--- src/hw/tpd_pkg.sv ---
// register map, field layout and constants of the touch pattern detector
`default_nettype none
package tpd_pkg;
    localparam int NUM_INPUTS  = 8;
    localparam int THRESH_W    = 7;
    localparam int DELTA_W     = 8;
    localparam int ADDR_W      = 12;
    // register indices; byte address = 4 * index
    localparam logic [7:0] IDX_MAIN_CONTROL   = 8'h00;
    localparam logic [7:0] IDX_GENERAL_STATUS = 8'h02;
    localparam logic [7:0] IDX_PATTERN_CONFIG = 8'h2B;
    localparam logic [7:0] IDX_PATTERN_SELECT = 8'h2D;
    localparam logic [7:0] IDX_BASE_LIMIT     = 8'h2E;
    localparam logic [7:0] IDX_IRQ_STATUS     = 8'h40;
    localparam logic [7:0] IDX_IRQ_MASK       = 8'h41;
    // pattern_detect_config fields
    localparam int CFG_ENABLE_BIT    = 7;
    localparam int CFG_THRESH_LSB    = 2;
    localparam int CFG_COMPARE_BIT   = 1;
    localparam int CFG_ALERT_BIT     = 0;
    // main_control and general_status fields
    localparam int CTRL_INT_BIT      = 0;
    localparam int GSTAT_PATTERN_BIT = 2;
    localparam int GSTAT_BASE_BIT    = 6;
    // irq_status / irq_mask fields
    localparam int IRQ_PATTERN_BIT   = 0;
    localparam int IRQ_BASE_BIT      = 1;
    localparam int IRQ_W             = 2;
    // reset values
    localparam logic [7:0] RST_PATTERN_CONFIG = 8'h00;
    localparam logic [7:0] RST_PATTERN_SELECT = 8'hFF;
    localparam logic [7:0] RST_BASE_LIMIT     = 8'h00;
    localparam logic [IRQ_W-1:0] RST_IRQ_MASK = 2'h0;
    // threshold scale codes
    localparam logic [1:0] SCALE_12P5 = 2'h0;
    localparam logic [1:0] SCALE_25   = 2'h1;
    localparam logic [1:0] SCALE_37P5 = 2'h2;
    localparam logic [1:0] SCALE_100  = 2'h3;
    // AXI responses
    localparam logic [1:0] RESP_OKAY   = 2'h0;
    localparam logic [1:0] RESP_SLVERR = 2'h2;
endpackage
`default_nettype wire

--- src/hw/tpd_popcount.sv ---
// population count of a bit vector
`default_nettype none
module tpd_popcount #(
    parameter int N  = 8,
    parameter int CW = 4
) (
    // operand and count
    input  wire logic [N-1:0]  bits,
    output logic      [CW-1:0] count
);
    initial begin
        if ((1 << CW) <= N) $error("count width too small");
    end
    always_comb begin
        count = '0;
        for (int i = 0; i < N; i++) begin
            count = count + CW'(bits[i]);
        end
    end
endmodule
`default_nettype wire

--- src/hw/tpd_thresh_cmp.sv ---
// per-input scaled threshold and hit vector
`default_nettype none
module tpd_thresh_cmp #(
    parameter int N  = 8,
    parameter int TW = 7,
    parameter int DW = 8
) (
    // configuration
    input  wire logic [1:0]      scale_sel,
    input  wire logic            in_standby,
    input  wire logic [N-1:0]    standby_enabled,
    input  wire logic [N*TW-1:0] active_thresh,
    input  wire logic [TW-1:0]   standby_thresh,
    // per-input measurement
    input  wire logic [N*DW-1:0] delta_count,
    input  wire logic [N-1:0]    noise_flag,
    // result
    output logic      [N-1:0]    hit
);
    initial begin
        if (DW <= TW) $error("delta width must exceed threshold width");
    end
    for (genvar i = 0; i < N; i++) begin : g_in
        logic [TW-1:0] base;
        logic [TW+1:0] scaled;
        always_comb begin
            base = (in_standby && standby_enabled[i]) ? standby_thresh
                 : active_thresh[i*TW +: TW];
            case (scale_sel)
                tpd_pkg::SCALE_12P5: scaled = {2'h0, base} >> 3;
                tpd_pkg::SCALE_25:   scaled = {2'h0, base} >> 2;
                tpd_pkg::SCALE_37P5:
                    scaled = ({2'h0, base} + {1'h0, base, 1'h0}) >> 3;
                default:             scaled = {2'h0, base};
            endcase
        end
        assign hit[i] = noise_flag[i]
            || ({{(TW+2){1'b0}}, delta_count[i*DW +: DW]}
                > {{DW{1'b0}}, scaled});
    end
endmodule
`default_nettype wire

--- src/hw/tpd_top.sv ---
// touch pattern detector with AXI4-Lite register slave
// Overview of operation
// - Detection runs only while config bit 7 is 1; config resets 00h.
// - Threshold code gives 12.5, 25, 37.5 or 100 percent of threshold.
// - Scale touch threshold when active, standby threshold in standby for standby-enabled inputs.
// - Count mode: hit count must reach pattern register's bit count.
// - Pattern mode: each selected input must be over threshold or noisy.
// - Criterion uses one sensing cycle's results only.
// - A pattern event blocks all touches and sets the pattern flag.
// - Blocking lasts while the criterion holds, then touches resume.
// - Flag clears only by writing 0 to int bit once condition gone.
// - Alert output asserts on an event only if alert enable is set.
// - Pattern select holds one bit per input, resets to FFh.
// - Read-only per-input flags of out-of-range base count; reset 00h.
// - Any base count out-of-range bit sets the summary status bit.
`default_nettype none
module tpd_top #(
    parameter int N  = tpd_pkg::NUM_INPUTS,
    parameter int TW = tpd_pkg::THRESH_W,
    parameter int DW = tpd_pkg::DELTA_W,
    parameter int AW = tpd_pkg::ADDR_W
) (
    // clock, reset, enable
    input  wire logic            aclk,
    input  wire logic            aresetn,
    input  wire logic            ce,
    // AXI4-Lite write address
    input  wire logic [AW-1:0]   s_axi_awaddr,
    input  wire logic            s_axi_awvalid,
    output logic                 s_axi_awready,
    // AXI4-Lite write data
    input  wire logic [31:0]     s_axi_wdata,
    input  wire logic [3:0]      s_axi_wstrb,
    input  wire logic            s_axi_wvalid,
    output logic                 s_axi_wready,
    // AXI4-Lite write response
    output logic [1:0]           s_axi_bresp,
    output logic                 s_axi_bvalid,
    input  wire logic            s_axi_bready,
    // AXI4-Lite read address
    input  wire logic [AW-1:0]   s_axi_araddr,
    input  wire logic            s_axi_arvalid,
    output logic                 s_axi_arready,
    // AXI4-Lite read data
    output logic [31:0]          s_axi_rdata,
    output logic [1:0]           s_axi_rresp,
    output logic                 s_axi_rvalid,
    input  wire logic            s_axi_rready,
    // sensing front end
    input  wire logic            sense_cycle_done,
    input  wire logic [N*DW-1:0] delta_count,
    input  wire logic [N-1:0]    noise_flag,
    input  wire logic [N*TW-1:0] active_thresh,
    input  wire logic [TW-1:0]   standby_thresh,
    input  wire logic [N-1:0]    standby_enabled,
    input  wire logic            in_standby,
    input  wire logic [N-1:0]    base_count_out_of_range,
    // touch detection path
    input  wire logic [N-1:0]    touch_detect_raw,
    output logic [N-1:0]         touch_detect,
    output logic                 touch_blocked,
    // alert and interrupt
    output logic                 alert_n,
    output logic                 irq
);
    localparam int CW = $clog2(N + 1);

    initial begin
        if (N != 8) $error("register layout serves exactly eight inputs");
        if (AW < 10) $error("address width too small for register map");
    end

    // registers
    logic [7:0]       pattern_detect_config;
    logic [7:0]       pattern_select;
    logic [7:0]       base_count_limit_flags;
    logic             int_bit;
    logic             pattern_event_flag;
    logic [tpd_pkg::IRQ_W-1:0] irq_status;
    logic [tpd_pkg::IRQ_W-1:0] irq_mask;

    // config fields
    logic             pattern_detect_enable;
    logic [1:0]       pattern_threshold_select;
    logic             pattern_compare_mode;
    logic             pattern_alert_enable;
    assign pattern_detect_enable    =
        pattern_detect_config[tpd_pkg::CFG_ENABLE_BIT];
    assign pattern_threshold_select =
        pattern_detect_config[tpd_pkg::CFG_THRESH_LSB +: 2];
    assign pattern_compare_mode     =
        pattern_detect_config[tpd_pkg::CFG_COMPARE_BIT];
    assign pattern_alert_enable     =
        pattern_detect_config[tpd_pkg::CFG_ALERT_BIT];

    // detection datapath
    logic [N-1:0]     hit;
    logic [CW-1:0]    hit_count;
    logic [CW-1:0]    select_count;
    logic             criterion;
    logic             blocked;
    logic             pattern_event;
    logic             base_count_range_summary;
    logic             base_summary_d;

    tpd_thresh_cmp #(.N(N), .TW(TW), .DW(DW)) u_cmp (
        .scale_sel       (pattern_threshold_select),
        .in_standby      (in_standby),
        .standby_enabled (standby_enabled),
        .active_thresh   (active_thresh),
        .standby_thresh  (standby_thresh),
        .delta_count     (delta_count),
        .noise_flag      (noise_flag),
        .hit             (hit)
    );
    tpd_popcount #(.N(N), .CW(CW)) u_pop_hit (.bits(hit), .count(hit_count));
    tpd_popcount #(.N(N), .CW(CW)) u_pop_sel (
        .bits(pattern_select), .count(select_count));

    // criterion from this sensing cycle's hits only
    always_comb begin
        if (pattern_compare_mode) begin
            criterion = (hit & pattern_select)
                == pattern_select;
        end else begin
            criterion = hit_count >= select_count;
        end
    end
    // new event: criterion met at a sensing cycle
    assign pattern_event = ce && sense_cycle_done && pattern_detect_enable
        && criterion && !blocked;
    // blocking, re-evaluated each sensing cycle
    always_ff @(posedge aclk) begin
        if (!aresetn) begin
            blocked <= 1'b0;
        end else if (ce) begin
            if (!pattern_detect_enable) begin
                blocked <= 1'b0;
            end else if (sense_cycle_done) begin
                blocked <= criterion;
            end
        end
    end
    assign touch_blocked = blocked;
    // gated touch detections
    always_ff @(posedge aclk) begin
        if (!aresetn) begin
            touch_detect <= '0;
        end else if (ce) begin
            if (blocked || pattern_event) begin
                touch_detect <= '0;
            end else begin
                touch_detect <= touch_detect_raw;
            end
        end
    end

    // base count out-of-range mirror and summary
    always_ff @(posedge aclk) begin
        if (!aresetn) begin
            base_count_limit_flags <= tpd_pkg::RST_BASE_LIMIT;
            base_summary_d         <= 1'b0;
        end else if (ce) begin
            base_count_limit_flags <= base_count_out_of_range;
            base_summary_d         <= base_count_range_summary;
        end
    end
    assign base_count_range_summary = |base_count_limit_flags;
    // AXI4-Lite slave
    logic [AW-1:0]    aw_addr;
    logic             aw_held;
    logic [31:0]      w_data;
    logic [3:0]       w_strb;
    logic             w_held;
    logic             do_write;
    logic [7:0]       wr_idx;
    logic [7:0]       rd_idx;
    logic             wr_mapped;
    logic             rd_mapped;
    logic             wr_lane0;
    logic             clear_int_req;
    logic [31:0]      next_rdata;
    assign s_axi_awready = !aw_held && !s_axi_bvalid;
    assign s_axi_wready  = !w_held && !s_axi_bvalid;
    assign s_axi_arready = !s_axi_rvalid;
    assign do_write      = ce && aw_held && w_held && !s_axi_bvalid;
    assign wr_idx        = aw_addr[9:2];
    assign rd_idx        = s_axi_araddr[9:2];
    assign wr_lane0      = do_write && w_strb[0];
    always_ff @(posedge aclk) begin
        if (!aresetn) begin
            aw_held <= 1'b0;
            aw_addr <= '0;
        end else if (ce) begin
            if (s_axi_awvalid && s_axi_awready) begin
                aw_held <= 1'b1;
                aw_addr <= s_axi_awaddr;
            end else if (do_write) begin
                aw_held <= 1'b0;
            end
        end
    end

    always_ff @(posedge aclk) begin
        if (!aresetn) begin
            w_held <= 1'b0;
            w_data <= '0;
            w_strb <= '0;
        end else if (ce) begin
            if (s_axi_wvalid && s_axi_wready) begin
                w_held <= 1'b1;
                w_data <= s_axi_wdata;
                w_strb <= s_axi_wstrb;
            end else if (do_write) begin
                w_held <= 1'b0;
            end
        end
    end

    always_comb begin
        case (wr_idx)
            tpd_pkg::IDX_MAIN_CONTROL,
            tpd_pkg::IDX_GENERAL_STATUS,
            tpd_pkg::IDX_PATTERN_CONFIG,
            tpd_pkg::IDX_PATTERN_SELECT,
            tpd_pkg::IDX_BASE_LIMIT,
            tpd_pkg::IDX_IRQ_STATUS,
            tpd_pkg::IDX_IRQ_MASK: wr_mapped = (aw_addr[AW-1:10] == '0);
            default:               wr_mapped = 1'b0;
        endcase
    end

    always_ff @(posedge aclk) begin
        if (!aresetn) begin
            s_axi_bvalid <= 1'b0;
            s_axi_bresp  <= tpd_pkg::RESP_OKAY;
        end else if (ce) begin
            if (do_write) begin
                s_axi_bvalid <= 1'b1;
                s_axi_bresp  <= wr_mapped ? tpd_pkg::RESP_OKAY
                                          : tpd_pkg::RESP_SLVERR;
            end else if (s_axi_bready) begin
                s_axi_bvalid <= 1'b0;
            end
        end
    end

    // writable configuration
    always_ff @(posedge aclk) begin
        if (!aresetn) begin
            pattern_detect_config <= tpd_pkg::RST_PATTERN_CONFIG;
            pattern_select        <= tpd_pkg::RST_PATTERN_SELECT;
            irq_mask              <= tpd_pkg::RST_IRQ_MASK;
        end else if (wr_lane0 && wr_mapped) begin
            case (wr_idx)
                tpd_pkg::IDX_PATTERN_CONFIG:
                    pattern_detect_config <= w_data[7:0] & 8'h8F;
                tpd_pkg::IDX_PATTERN_SELECT:
                    pattern_select <= w_data[7:0];
                tpd_pkg::IDX_IRQ_MASK:
                    irq_mask <= w_data[tpd_pkg::IRQ_W-1:0];
                default: ;
            endcase
        end
    end

    // write 0 to int bit clears once blocking is gone
    assign clear_int_req = wr_lane0 && wr_mapped
        && (wr_idx == tpd_pkg::IDX_MAIN_CONTROL)
        && !w_data[tpd_pkg::CTRL_INT_BIT] && !blocked;

    always_ff @(posedge aclk) begin
        if (!aresetn) begin
            pattern_event_flag <= 1'b0;
        end else if (ce) begin
            if (pattern_event) begin
                pattern_event_flag <= 1'b1;
            end else if (clear_int_req) begin
                pattern_event_flag <= 1'b0;
            end
        end
    end

    always_ff @(posedge aclk) begin
        if (!aresetn) begin
            int_bit <= 1'b0;
        end else if (ce) begin
            if (pattern_event && pattern_alert_enable) begin
                int_bit <= 1'b1;
            end else if (clear_int_req) begin
                int_bit <= 1'b0;
            end
        end
    end
    assign alert_n = !int_bit;
    // sticky interrupt status, write one to clear, set wins
    logic [tpd_pkg::IRQ_W-1:0] irq_set;
    logic [tpd_pkg::IRQ_W-1:0] irq_clr;

    always_comb begin
        irq_set = '0;
        irq_set[tpd_pkg::IRQ_PATTERN_BIT] = pattern_event;
        irq_set[tpd_pkg::IRQ_BASE_BIT]    =
            ce && base_count_range_summary && !base_summary_d;
        irq_clr = '0;
        if (wr_lane0 && wr_mapped && wr_idx == tpd_pkg::IDX_IRQ_STATUS) begin
            irq_clr = w_data[tpd_pkg::IRQ_W-1:0];
        end
    end

    always_ff @(posedge aclk) begin
        if (!aresetn) begin
            irq_status <= '0;
        end else if (ce) begin
            irq_status <= (irq_status & ~irq_clr) | irq_set;
        end
    end
    assign irq = |(irq_status & irq_mask);
    // read path
    always_comb begin
        next_rdata = '0;
        rd_mapped  = (s_axi_araddr[AW-1:10] == '0);
        case (rd_idx)
            tpd_pkg::IDX_MAIN_CONTROL:
                next_rdata[tpd_pkg::CTRL_INT_BIT] = int_bit;
            tpd_pkg::IDX_GENERAL_STATUS: begin
                next_rdata[tpd_pkg::GSTAT_PATTERN_BIT] = pattern_event_flag;
                next_rdata[tpd_pkg::GSTAT_BASE_BIT] =
                    base_count_range_summary;
            end
            tpd_pkg::IDX_PATTERN_CONFIG:
                next_rdata[7:0] = pattern_detect_config;
            tpd_pkg::IDX_PATTERN_SELECT:
                next_rdata[7:0] = pattern_select;
            tpd_pkg::IDX_BASE_LIMIT:
                next_rdata[7:0] = base_count_limit_flags;
            tpd_pkg::IDX_IRQ_STATUS:
                next_rdata[tpd_pkg::IRQ_W-1:0] = irq_status;
            tpd_pkg::IDX_IRQ_MASK:
                next_rdata[tpd_pkg::IRQ_W-1:0] = irq_mask;
            default:
                rd_mapped = 1'b0;
        endcase
    end

    always_ff @(posedge aclk) begin
        if (!aresetn) begin
            s_axi_rvalid <= 1'b0;
            s_axi_rdata  <= '0;
            s_axi_rresp  <= tpd_pkg::RESP_OKAY;
        end else if (ce) begin
            if (s_axi_arvalid && s_axi_arready) begin
                s_axi_rvalid <= 1'b1;
                s_axi_rdata  <= rd_mapped ? next_rdata : 32'h0000_0000;
                s_axi_rresp  <= rd_mapped ? tpd_pkg::RESP_OKAY
                                          : tpd_pkg::RESP_SLVERR;
            end else if (s_axi_rready) begin
                s_axi_rvalid <= 1'b0;
            end
        end
    end
endmodule
`default_nettype wire

--- config.mk ---
export PLATFORM = sky130hd
export DESIGN_NAME = tpd_top
export DESIGN_NICKNAME = d
export VERILOG_FILES = /design/src/hw/tpd_pkg.sv /design/src/hw/tpd_popcount.sv /design/src/hw/tpd_thresh_cmp.sv /design/src/hw/tpd_top.sv
export SDC_FILE = /design/constraint.sdc
export NUM_CORES = 1
export LEC_CHECK = 0
export ABC_CLOCK_PERIOD_IN_PS = 13000
export BUFFER_PORTS_ARGS = -buffer_cell sky130_fd_sc_hd__clkbuf_2
export CORE_ASPECT_RATIO = 1.4
export CORE_MARGIN = 1.5
export CORE_UTILIZATION = 55
export DETAILED_ROUTE_END_ITERATION = 7
export GPL_ROUTABILITY_DRIVEN = 1
export PLACE_DENSITY = 0.86
export SYNTH_ARGS = -nofsm -noshare
export SYNTH_HDL_FRONTEND = slang
export SYNTH_HIERARCHICAL = 1
export SYNTH_SLANG_ARGS = --single-unit
--- constraint.sdc ---
create_clock -name aclk -period 13 [get_ports aclk]
set_input_delay 2.6 -clock aclk [delete_from_list [all_inputs] [get_ports aclk]]
set_output_delay 2.6 -clock aclk [all_outputs]
set_load 0.05 [all_outputs]
==> results.yml, run 1 <==
sta:
  setup_viol: 0
  drv_slew: 0
  final_min_period_over_clock_period_pct: 78.0
  hold_viol: 0
  fin_crit_ns: 10.14
  tightest_slew_ns: 1.19
  fmax_mhz: 98.6
  clock_skew_ns: 0.00475
  whs_ns: 0.452
  rsz0062_at_grt: "no"
  totalNegativeSetupSlack_ns: 0
  timing.slew.headroom_pct: 20.2
floorplanning:
  die_h_microns: 151
  floorplan.initialDensity_pct: 56.0
  io_pins: 281
  row_count: 54
  die_w_microns: 109
  core_region_area_sq_um: 15500
  die_area_sq_um: 16500
setup_path:
  critPathLaunchType: "input pin"
  end_kind: "register"
  rr_endpoint: "touch_detect[7]"
  worstPathArrival_ns: 10.41
  cpLargestDelayFamily: "compound AO/OA/AOI/OAI gates"
  path_max_fanout: 10
  r2r_cells: 24
  critPathMaxStageDelay_ns: 0.59
  cpMaxStageDelayCell: "a21oi_1"
  path_buf_inv: 5
  cp.required_ns: 13.27
  rrSetupSlack_ns: 5.61
  r2r_start: "pattern_detect_config[3]"
  critPathKind: "in2reg"
synthesis:
  synth_edf_count: 0
  synth.top_cell.area_share_pct: 16.5
  synth_area_leaders: "ha_1 (16%), dfxtp_1 (16%), a21oi_1 (6.1%)"
  synth-seq-cells: 70
  synth-seq-area-share_pct: 16.2
  synth.largest_area_cell: "ha_1"
  syn_area_sq_um: 8660
  ys_warn_count: 6
  post_synth.cell_area_avg_sq_um: 7.89
  synthArstFlopShare_pct: 0
  synth_flop_cell: "dfxtp_1"
  synth_cell_types: 76
  netlist_instances: 1098
final_layout:
  nFillCells: 1312
  num_antenna_cells: 0
  drive_above_1_share_pct: 25.1
  area_growth_pct: 16.3
  fin_nets: 1651
  layout.cells.non_filler: 1500
drt:
  first_pass_iters: 8
  postRouteWirelength_microns: 24600
  route.detailed.vias_per_inst: 5.96
  drcViolationCount: 0
  ant_nets: 0
  vias: 8943
  wl_per_cell_microns: 16.4
  drtIter0Drc: 523
grt:
  grt_pass1_vias: 8438
  antenna_found_initial: 0
  grtUsageTotal_pct: 28.9
  grt_max_degree: 66
  grt_first_pass_wirelength_microns: 38200
  grt_overflow: 0
min_path:
  min_from: "w_data[5]"
  holdPathEnd: "w_data[5]"
  hold_depth: 2
  min_path_type: "reg2reg"
place:
  dp_cells: 1485
  place_congestion: 0.940
  portBuffers: 223
  dp_hpwl_microns: 19400
power_and_ir_drop:
  power_density_nw_per_um2: 75.7
  ir_worst_vdd_mv: 0.0941
  total_leakage_power_uw: 0.00504
clocking:
  clkSinkCount: 70
  cts-root-buf: "clkbuf_16"
  cts.clk_slew.worst_paths_ns: 0.05
  cts-htree-levels: 3
  holdBufCountCts: 0
  cts_buffer_depth: 2
  cts_tree: "yes"
  post-cts-setup-buffers: 0
  cts_resized: 0
  clock_latency_ns: 0.33
  cts_inserted_buffers: 9
job:
  cap_violations: 0
outcome:
  status: "completed"
[state kept, by name, summed over array words and instances (netlist names), 2 cells and up]
signal and cells:
aw_addr 10, base_count_limit_flags 8, pattern_select 8, s_axi_rdata 8, touch_detect 8, w_data 8
pattern_detect_config 5, irq_mask 2, irq_status 2
[cells in the mapped netlist (7+ instances only)]
cell and count:
a211o_1 8, a211oi_1 11, a21o_1 12, a21oi_1 106, a22o_1 20, a22oi_1 10
a32oi_1 9, and3_1 7, buf_4 28, clkbuf_1 23, dfxtp_1 70, fa_1 8
ha_1 114, inv_1 90, mux2_2 37, mux2i_1 53, mux4_2 11, nand2_1 119
nand2_2 8, nand2b_1 16, nand3_1 14, nand4_1 8, nor2_1 72, nor2b_1 22
nor3_1 14, o21ai_0 52, xnor2_1 21, xor2_1 9
[layer usage]
| layer | GRT usage [%] | vias up | routed length (microns) |
|---|---|---|---|
| met5 | 0 | - | 0 |
| met4 | 14.6 | 0 | 957 |
| met3 | 3.85 | 80 | 1820 |
| met2 | 54.7 | 403 | 12700 |
| met1 | 30.7 | 4132 | 9160 |
| li1 | - | 4328 | - |
[tightest hold or removal path, delay by kind of cell, from the launching register on]
kind	cells	cell delay (ns)
AO/OA/AOI/OAI	1	0.05
flip-flops	1	0.30
AND/OR/NAND/NOR	1	0.05
[cell families (layout without fill, tap and decap cells)]
family / count (synthesis) / after routing / share of synthesized area [%]
AND/OR/NAND/NOR: 323 / 323 / 18.1
AO/OA/AOI/OAI: 297 / 297 / 22.5
buffers and inverters: 154 / 335 / 8.03
adder cells (fa/ha/maj): 122 / 122 / 18.3
multiplexers: 101 / 101 / 13.8
flip-flops: 70 / 70 / 16.2
XOR/XNOR: 30 / 30 / 3.03
other: 1 / 26 / 0.0433
[where the power goes]
group          leakage [uW]  switching (uW)  internal (uW)
sequential         0.000572            5.98            222
combinational       0.00433             178            137
clock              0.000135            86.9            132
[worst max path at each step]
stage / endpoint / startpoint / cells after the start
finish: touch_detect[7] / in_standby / 29
detailed placement: touch_detect[7] / in_standby / 29
global route: touch_detect[7] / in_standby / 30
global placement: touch_detect[3] / in_standby / 29
CTS: touch_detect[7] / in_standby / 29
floorplan: touch_detect[0] / in_standby / 29
[metrics by stage]
stage          utilization (%)  setup WS [ns]  total power [uW]  instance area (sq um)
2_1_floorplan                -           3.55               466                   8760
3_3_place_gp              63.4           2.73               532                   9810
3_5_place_dp              63.4           2.55               542                   9810
4_1_cts                   65.1           2.91               760                  10100
5_1_grt                   65.1           2.33               809                  10100
6_report                  65.1           2.86               763                  10100
[layout make-up]
cell class                 count  area [sq um]  share of cell area, %
tap                          196           245                   2.43
sequential                    70          1400                   13.9
inverter                      92           345                   3.43
timing repair buffer         228          1150                   11.5
clock inverter                 4          23.8                  0.236
multi-input combinational    899          6660                   66.1
clock buffer                  11           243                   2.41
[placed cells by master, fill, tap and decap left out, types with 11 or more instances in the layout]
cell	n
a21oi_1	106
conb_1	26
inv_1	90
xnor2_1	21
a22o_1	20
nand2b_1	16
dfxtp_1	68
mux4_2	11
mux2_2	37
o21ai_0	52
ha_1	114
nor2_1	72
nor2b_1	22
a21o_1	12
nand2_1	119
mux2i_1	53
a211oi_1	11
nand3_1	14
nor3_1	14
clkbuf_2	223
No activity file was read; power rests on OpenSTA's default activity.
==> run 2, diff against run 1 <==
--- a/config.mk
+++ b/config.mk
@@ -5,14 +5,14 @@
 export SDC_FILE = /design/constraint.sdc
 export NUM_CORES = 1
 export LEC_CHECK = 0
-export ABC_CLOCK_PERIOD_IN_PS = 13000
+export ABC_CLOCK_PERIOD_IN_PS = 9500
 export BUFFER_PORTS_ARGS = -buffer_cell sky130_fd_sc_hd__clkbuf_2
 export CORE_ASPECT_RATIO = 1.4
 export CORE_MARGIN = 1.5
-export CORE_UTILIZATION = 55
+export CORE_UTILIZATION = 53
 export DETAILED_ROUTE_END_ITERATION = 7
 export GPL_ROUTABILITY_DRIVEN = 1
-export PLACE_DENSITY = 0.86
+export PLACE_DENSITY = 0.83
 export SYNTH_ARGS = -nofsm -noshare
 export SYNTH_HDL_FRONTEND = slang
 export SYNTH_HIERARCHICAL = 1
==> constraint.sdc (replaced) <==
create_clock -name aclk -period 9.5 [get_ports aclk]
set_input_delay 1.9 -clock aclk [delete_from_list [all_inputs] [get_ports aclk]]
set_output_delay 1.9 -clock aclk [all_outputs]
set_load 0.05 [all_outputs]
==> run 2 against run 1 <==
Via count down 0.31%. Count of clock-buffer cells in the layout up 1. Highest routed layer is now met5. Critical endpoint is now touch_detect[5]. Largest cell class unchanged. Critical path type unchanged. Setup slack worse by 2.3 ns. Clock skew about the same. Combinational power up 37%.
==> results.yml, run 2 (synthesis results as in run 1) <==
setup_path:
  critPathKind: "in2reg"
  path_buf_inv: 6
  cpMaxStageDelayCell: "fa_1"
  critPathMaxStageDelay_ns: 0.52
  worstPathArrival_ns: 9.24
  critPathLaunchType: "input pin"
  cp.required_ns: 9.77
  cpLargestDelayFamily: "adder cells"
  path_max_fanout: 10
  end_kind: "register"
clocking:
  cts-htree-levels: 3
  holdBufCountCts: 0
  clock_latency_ns: 0.33
  cts_buffer_depth: 2
  cts-root-buf: "clkbuf_16"
  cts_tree: "yes"
  cts_inserted_buffers: 9
  clkSinkCount: 70
  cts.clk_slew.worst_paths_ns: 0.05
floorplanning:
  core_region_area_sq_um: 16100
  floorplan.initialDensity_pct: 53.8
  die_h_microns: 154
  die_area_sq_um: 17100
  die_w_microns: 111
  row_count: 55
  io_pins: 281
grt:
  use_met2_pct: 53.6
  busiest_layer: "met2"
  met3_usage_pct: 4.08
  antenna_found_initial: 1
  grt_pass1_vias: 8466
  grtUsageTotal_pct: 27.8
  grt_max_degree: 66
  use_met1_pct: 29.5
  grt_overflow: 0
  grt_first_pass_wirelength_microns: 39400
final_layout:
  drive_above_1_share_pct: 25.2
  num_antenna_cells: 0
  layout.cells.non_filler: 1506
  final_cell_mix: "clkbuf_2 (222), nand2_1 (119), ha_1 (114)"
  post-route-cell-area_sq_um: 10100
  final_common_cell: "clkbuf_2"
  area_growth_pct: 16.6
  nFillCells: 1434
  fin_nets: 1653
  largest_reg_flops: 10
  regMostFlops: "aw_addr"
min_path:
  min_path_type: "reg2reg"
sta:
  tightest_slew_ns: 0.860
  fin_crit_ns: 8.96
  rsz0062_at_grt: "no"
  fmax_mhz: 112
  clock_skew_ns: 0.00501
  setup_viol: 0
  hold_viol: 0
  drv_slew: 0
  timing.slew.headroom_pct: 41.9
  totalNegativeSetupSlack_ns: 0
  final_min_period_over_clock_period_pct: 94.3
place:
  place_congestion: 0.890
  dp_cells: 1490
  portBuffers: 223
  place_area_sq_um: 9830
  dp_hpwl_microns: 19400
drt:
  first_pass_iters: 5
  vias: 8915
  drtIter0Drc: 520
  postRouteWirelength_microns: 24700
  drcViolationCount: 0
  route.detailed.vias_per_inst: 5.92
  wl_per_cell_microns: 16.4
  ant_nets: 0
power_and_ir_drop:
  pwr-share-comb_pct: 41.4
  p_clk_share_pct: 28.8
  p_sw_uw: 372
  total_leakage_power_uw: 0.00504
  power_density_nw_per_um2: 104
  swShare_pct: 35.6
  p_seq_share_pct: 29.8
  ir_worst_vdd_mv: 0.131
  p_int_uw: 675
job:
  cap_violations: 0
outcome:
  status: "completed"
run 2: power groups by stage:
stage	logic [uW]	registers, uW	clock network [uW]
floorplan	313	325	0
global placement	410	318	0
detailed placement	425	318	0
CTS	427	312	303
global route	479	313	317
finish	433	312	302
run 2: routing by layer:
layer / wire (microns) / vias to the layer above
li1: - / 4344
met1: 9170 / 4068
met2: 12600 / 425
met3: 1940 / 76
met4: 980 / 2
met5: 13 / -
run 2: final timing paths:
path,from,to,slack (ns),cells past startpoint
worst max-delay path,in_standby,touch_detect[5],0.54,30
worst min-delay path,s_axi_rdata[7],s_axi_rdata[7],0.46,2
worst max register to register,pattern_detect_config[3],touch_detect[5],2.28,25
worst min register to register,s_axi_rdata[7],s_axi_rdata[7],0.46,2
run 2: cell type report:
class                      count  area [sq um]  share of cell area [%]
multi-input combinational    899          6660                    66.0
tap                          199           249                    2.47
clock inverter                 4          22.5                   0.223
clock buffer                  12           246                    2.44
inverter                      92           345                    3.42
timing repair buffer         230          1170                    11.6
sequential                    70          1400                    13.9
run 2: worst register-to-register path: cells and delay by family, from the launching register on:
kind                       cells  cell delay, ns
xor gates and xnor gates       1            0.14
and+or+nand+nor                2            0.77
buffers and inverters          5            1.01
adders and majority gates      7            2.51
DFF                            1            0.32
AOI/OAI and AO/OA             10            2.42
run 2: what timing repair did:
item | in CTS | in global routing
endpoints found under the setup margin | 0 | 8
setup buffers | 0 | 0
resized for setup | 0 | 3
run 2: per-stage QoR:
stage | util [%] | worst slack (ns) | hold slack [ns] | power, uW
final | 62.7 | 0.537 | 0.457 | 1050
after CTS | 62.7 | 0.432 | 0.458 | 1040
after global routing | 62.7 | 0.00746 | 0.483 | 1110
after detailed placement | 61.0 | 0.104 | 0.444 | 743
after floorplan | - | 0.746 | 0.436 | 638
after global placement | 61.0 | 0.283 | 0.444 | 728
==> run 3, diff against run 2 <==
--- a/config.mk
+++ b/config.mk
@@ -5,14 +5,14 @@
 export SDC_FILE = /design/constraint.sdc
 export NUM_CORES = 1
 export LEC_CHECK = 0
-export ABC_CLOCK_PERIOD_IN_PS = 9500
+export ABC_CLOCK_PERIOD_IN_PS = 7300
 export BUFFER_PORTS_ARGS = -buffer_cell sky130_fd_sc_hd__clkbuf_2
 export CORE_ASPECT_RATIO = 1.4
 export CORE_MARGIN = 1.5
-export CORE_UTILIZATION = 53
+export CORE_UTILIZATION = 48
 export DETAILED_ROUTE_END_ITERATION = 7
 export GPL_ROUTABILITY_DRIVEN = 1
-export PLACE_DENSITY = 0.83
+export PLACE_DENSITY = 0.79
 export SYNTH_ARGS = -nofsm -noshare
 export SYNTH_HDL_FRONTEND = slang
 export SYNTH_HIERARCHICAL = 1
==> constraint.sdc (replaced) <==
create_clock -name aclk -period 7.3 [get_ports aclk]
set_input_delay 1.46 -clock aclk [delete_from_list [all_inputs] [get_ports aclk]]
set_output_delay 1.46 -clock aclk [all_outputs]
set_load 0.05 [all_outputs]
==> run 3 against run 2 <==
The flow now finishes with violations (setup timing). Wire length grew 13%. First-iteration DRC count grew 19%. Sequential power grew 30%. Sequential cell count is the same. Die area grew 10%. Clock skew grew 0.0015 ns. Core utilization grew 2.8 points. Worst hold slack lost 0.0054 ns. Largest cell class unchanged. Highest routed layer unchanged.
==> results.yml, run 3 (synthesis results as in run 1) <==
outcome:
  status: "complete, but fails checks"
  violations: "setup timing"
grt:
  grt_max_degree: 51
  grtUsageTotal_pct: 29.2
  antenna_found_initial: 2
  grt_pass1_vias: 9621
  grt_first_pass_wirelength_microns: 44000
  grt_overflow: 0
clocking:
  holdBufCountCts: 0
  cts-root-buf: "clkbuf_16"
  clkSinkCount: 70
  cts-htree-levels: 3
  clock_latency_ns: 0.33
  cts_tree: "yes"
  cts_buffer_depth: 2
  cts.clk_slew.worst_paths_ns: 0.05
  cts_inserted_buffers: 9
sta:
  drv_slew: 0
  fin_crit_ns: 7.77
  totalNegativeSetupSlack_ns: -5.21
  clock_skew_ns: 0.00649
  hold_viol: 0
  fmax_mhz: 129
  final_min_period_over_clock_period_pct: 106
  rsz0062_at_grt: "yes"
  setup_viol: 12
  setup_ws_ns: -0.470
  tightest_slew_ns: 0.914
  timing.slew.headroom_pct: 38.8
power_and_ir_drop:
  p_int_uw: 1070
  pwr-share-comb_pct: 43.2
  p_seq_share_pct: 25.4
  ir_worst_vdd_mv: 0.185
  total_power_uw: 1600
  swShare_pct: 33.2
  p_clk_share_pct: 31.4
  power_density_nw_per_um2: 139
  total_leakage_power_uw: 0.00573
  p_sw_uw: 532
setup_path:
  end_kind: "register"
  cpMaxStageDelayCell: "fa_1"
  critPathMaxStageDelay_ns: 0.51
  path_max_fanout: 8
  worstPathArrival_ns: 8.05
  critPathLaunchType: "input pin"
  cp.required_ns: 7.58
  critPathKind: "in2reg"
final_layout:
  num_antenna_cells: 0
  fin_nets: 1785
  regMostFlops: "aw_addr"
  post-route-cell-area_sq_um: 11500
  final_cell_mix: "clkbuf_2 (220), buf_4 (139), nand2_1 (116)"
  area_growth_pct: 32.7
  fin_util_pct: 65.5
  drive_above_1_share_pct: 34.5
  final_common_cell: "clkbuf_2"
  largest_reg_flops: 10
place:
  place_congestion: 0.979
  dp_hpwl_microns: 22300
  place_area_sq_um: 10900
  portBuffers: 223
floorplanning:
  die_area_sq_um: 18900
  row_count: 57
  floorplan.initialDensity_pct: 49.4
  die_w_microns: 117
  core_region_area_sq_um: 17500
  io_pins: 281
  die_h_microns: 162
job:
  cap_violations: 0
drt:
  vias: 9630
  first_pass_iters: 5
  drcViolationCount: 0
  route.detailed.vias_per_inst: 5.75
  drtIter0Drc: 618
  postRouteWirelength_microns: 28000
  wl_per_cell_microns: 16.7
  ant_nets: 0
min_path:
  min_path_type: "reg2reg"
run 3: power by group through the flow:
stage | registers (uW) | logic, uW | clock network, uW
floorplan | 423 | 429 | 0
global placement | 413 | 639 | 0
detailed placement | 414 | 664 | 0
CTS | 406 | 674 | 510
global route | 407 | 760 | 521
finish | 406 | 692 | 503
run 3: per-stage QoR:
stage	hold slack [ns]	instances	setup WS, ns
2_1_floorplan	0.436	1123	-0.533
6_report	0.451	1675	-0.470
3_5_place_dp	0.446	1650	-1.10
4_1_cts	0.453	1672	-0.500
3_3_place_gp	0.445	1650	-0.896
5_1_grt	0.477	1675	-0.750
run 3: repair_timing:
action / 4_1_cts / 5_1_grt
setup buffers: 6 / 3
pin swaps: 20 / 12
resized for setup: 13 / 18
endpoints found under the setup margin: 12 / 12
hold endpoints to repair: 0 / 0
run 3: per-layer routing:
| metal | track usage (%) | vias up | part of all wire [%] |
|---|---|---|---|
| met4 | 17.0 | 4 | 5.2 |
| met1 | 30.6 | 4498 | 37 |
| met5 | 0 | - | 0.11 |
| li1 | - | 4593 | - |
| met3 | 5.90 | 112 | 7.0 |
| met2 | 53.0 | 423 | 51 |
run 3: final timing paths:
path | from | to | slack (ns) | cells after the start
worst max register to register | pattern_detect_config[3] | touch_detect[2] | 0.77 | 25
worst min register to register | w_data[5] | w_data[5] | 0.45 | 2
worst max-delay path | in_standby | touch_detect[2] | -0.47 | 30
worst min-delay path | w_data[5] | w_data[5] | 0.45 | 2
run 3: cell type report:
| cell class | instances | area, sq um |
|---|---|---|
| clock buffers | 10 | 239 |
| clock inverters | 6 | 109 |
| well taps | 236 | 295 |
| fillers | 1483 | 6050 |
| flip-flops and latches | 70 | 1400 |
| multi-input cells | 899 | 6920 |
| inverters | 92 | 345 |
| repair buffers | 362 | 2190 |
run 3: critical path: cells and delay by family:
family / cells / cell delay [ns]
xor+xnor: 2 / 0.22
buf+inv: 6 / 0.57
fa+ha+maj: 8 / 2.65
compound gates: 9 / 1.88
simple gates: 3 / 0.49
mux: 2 / 0.76
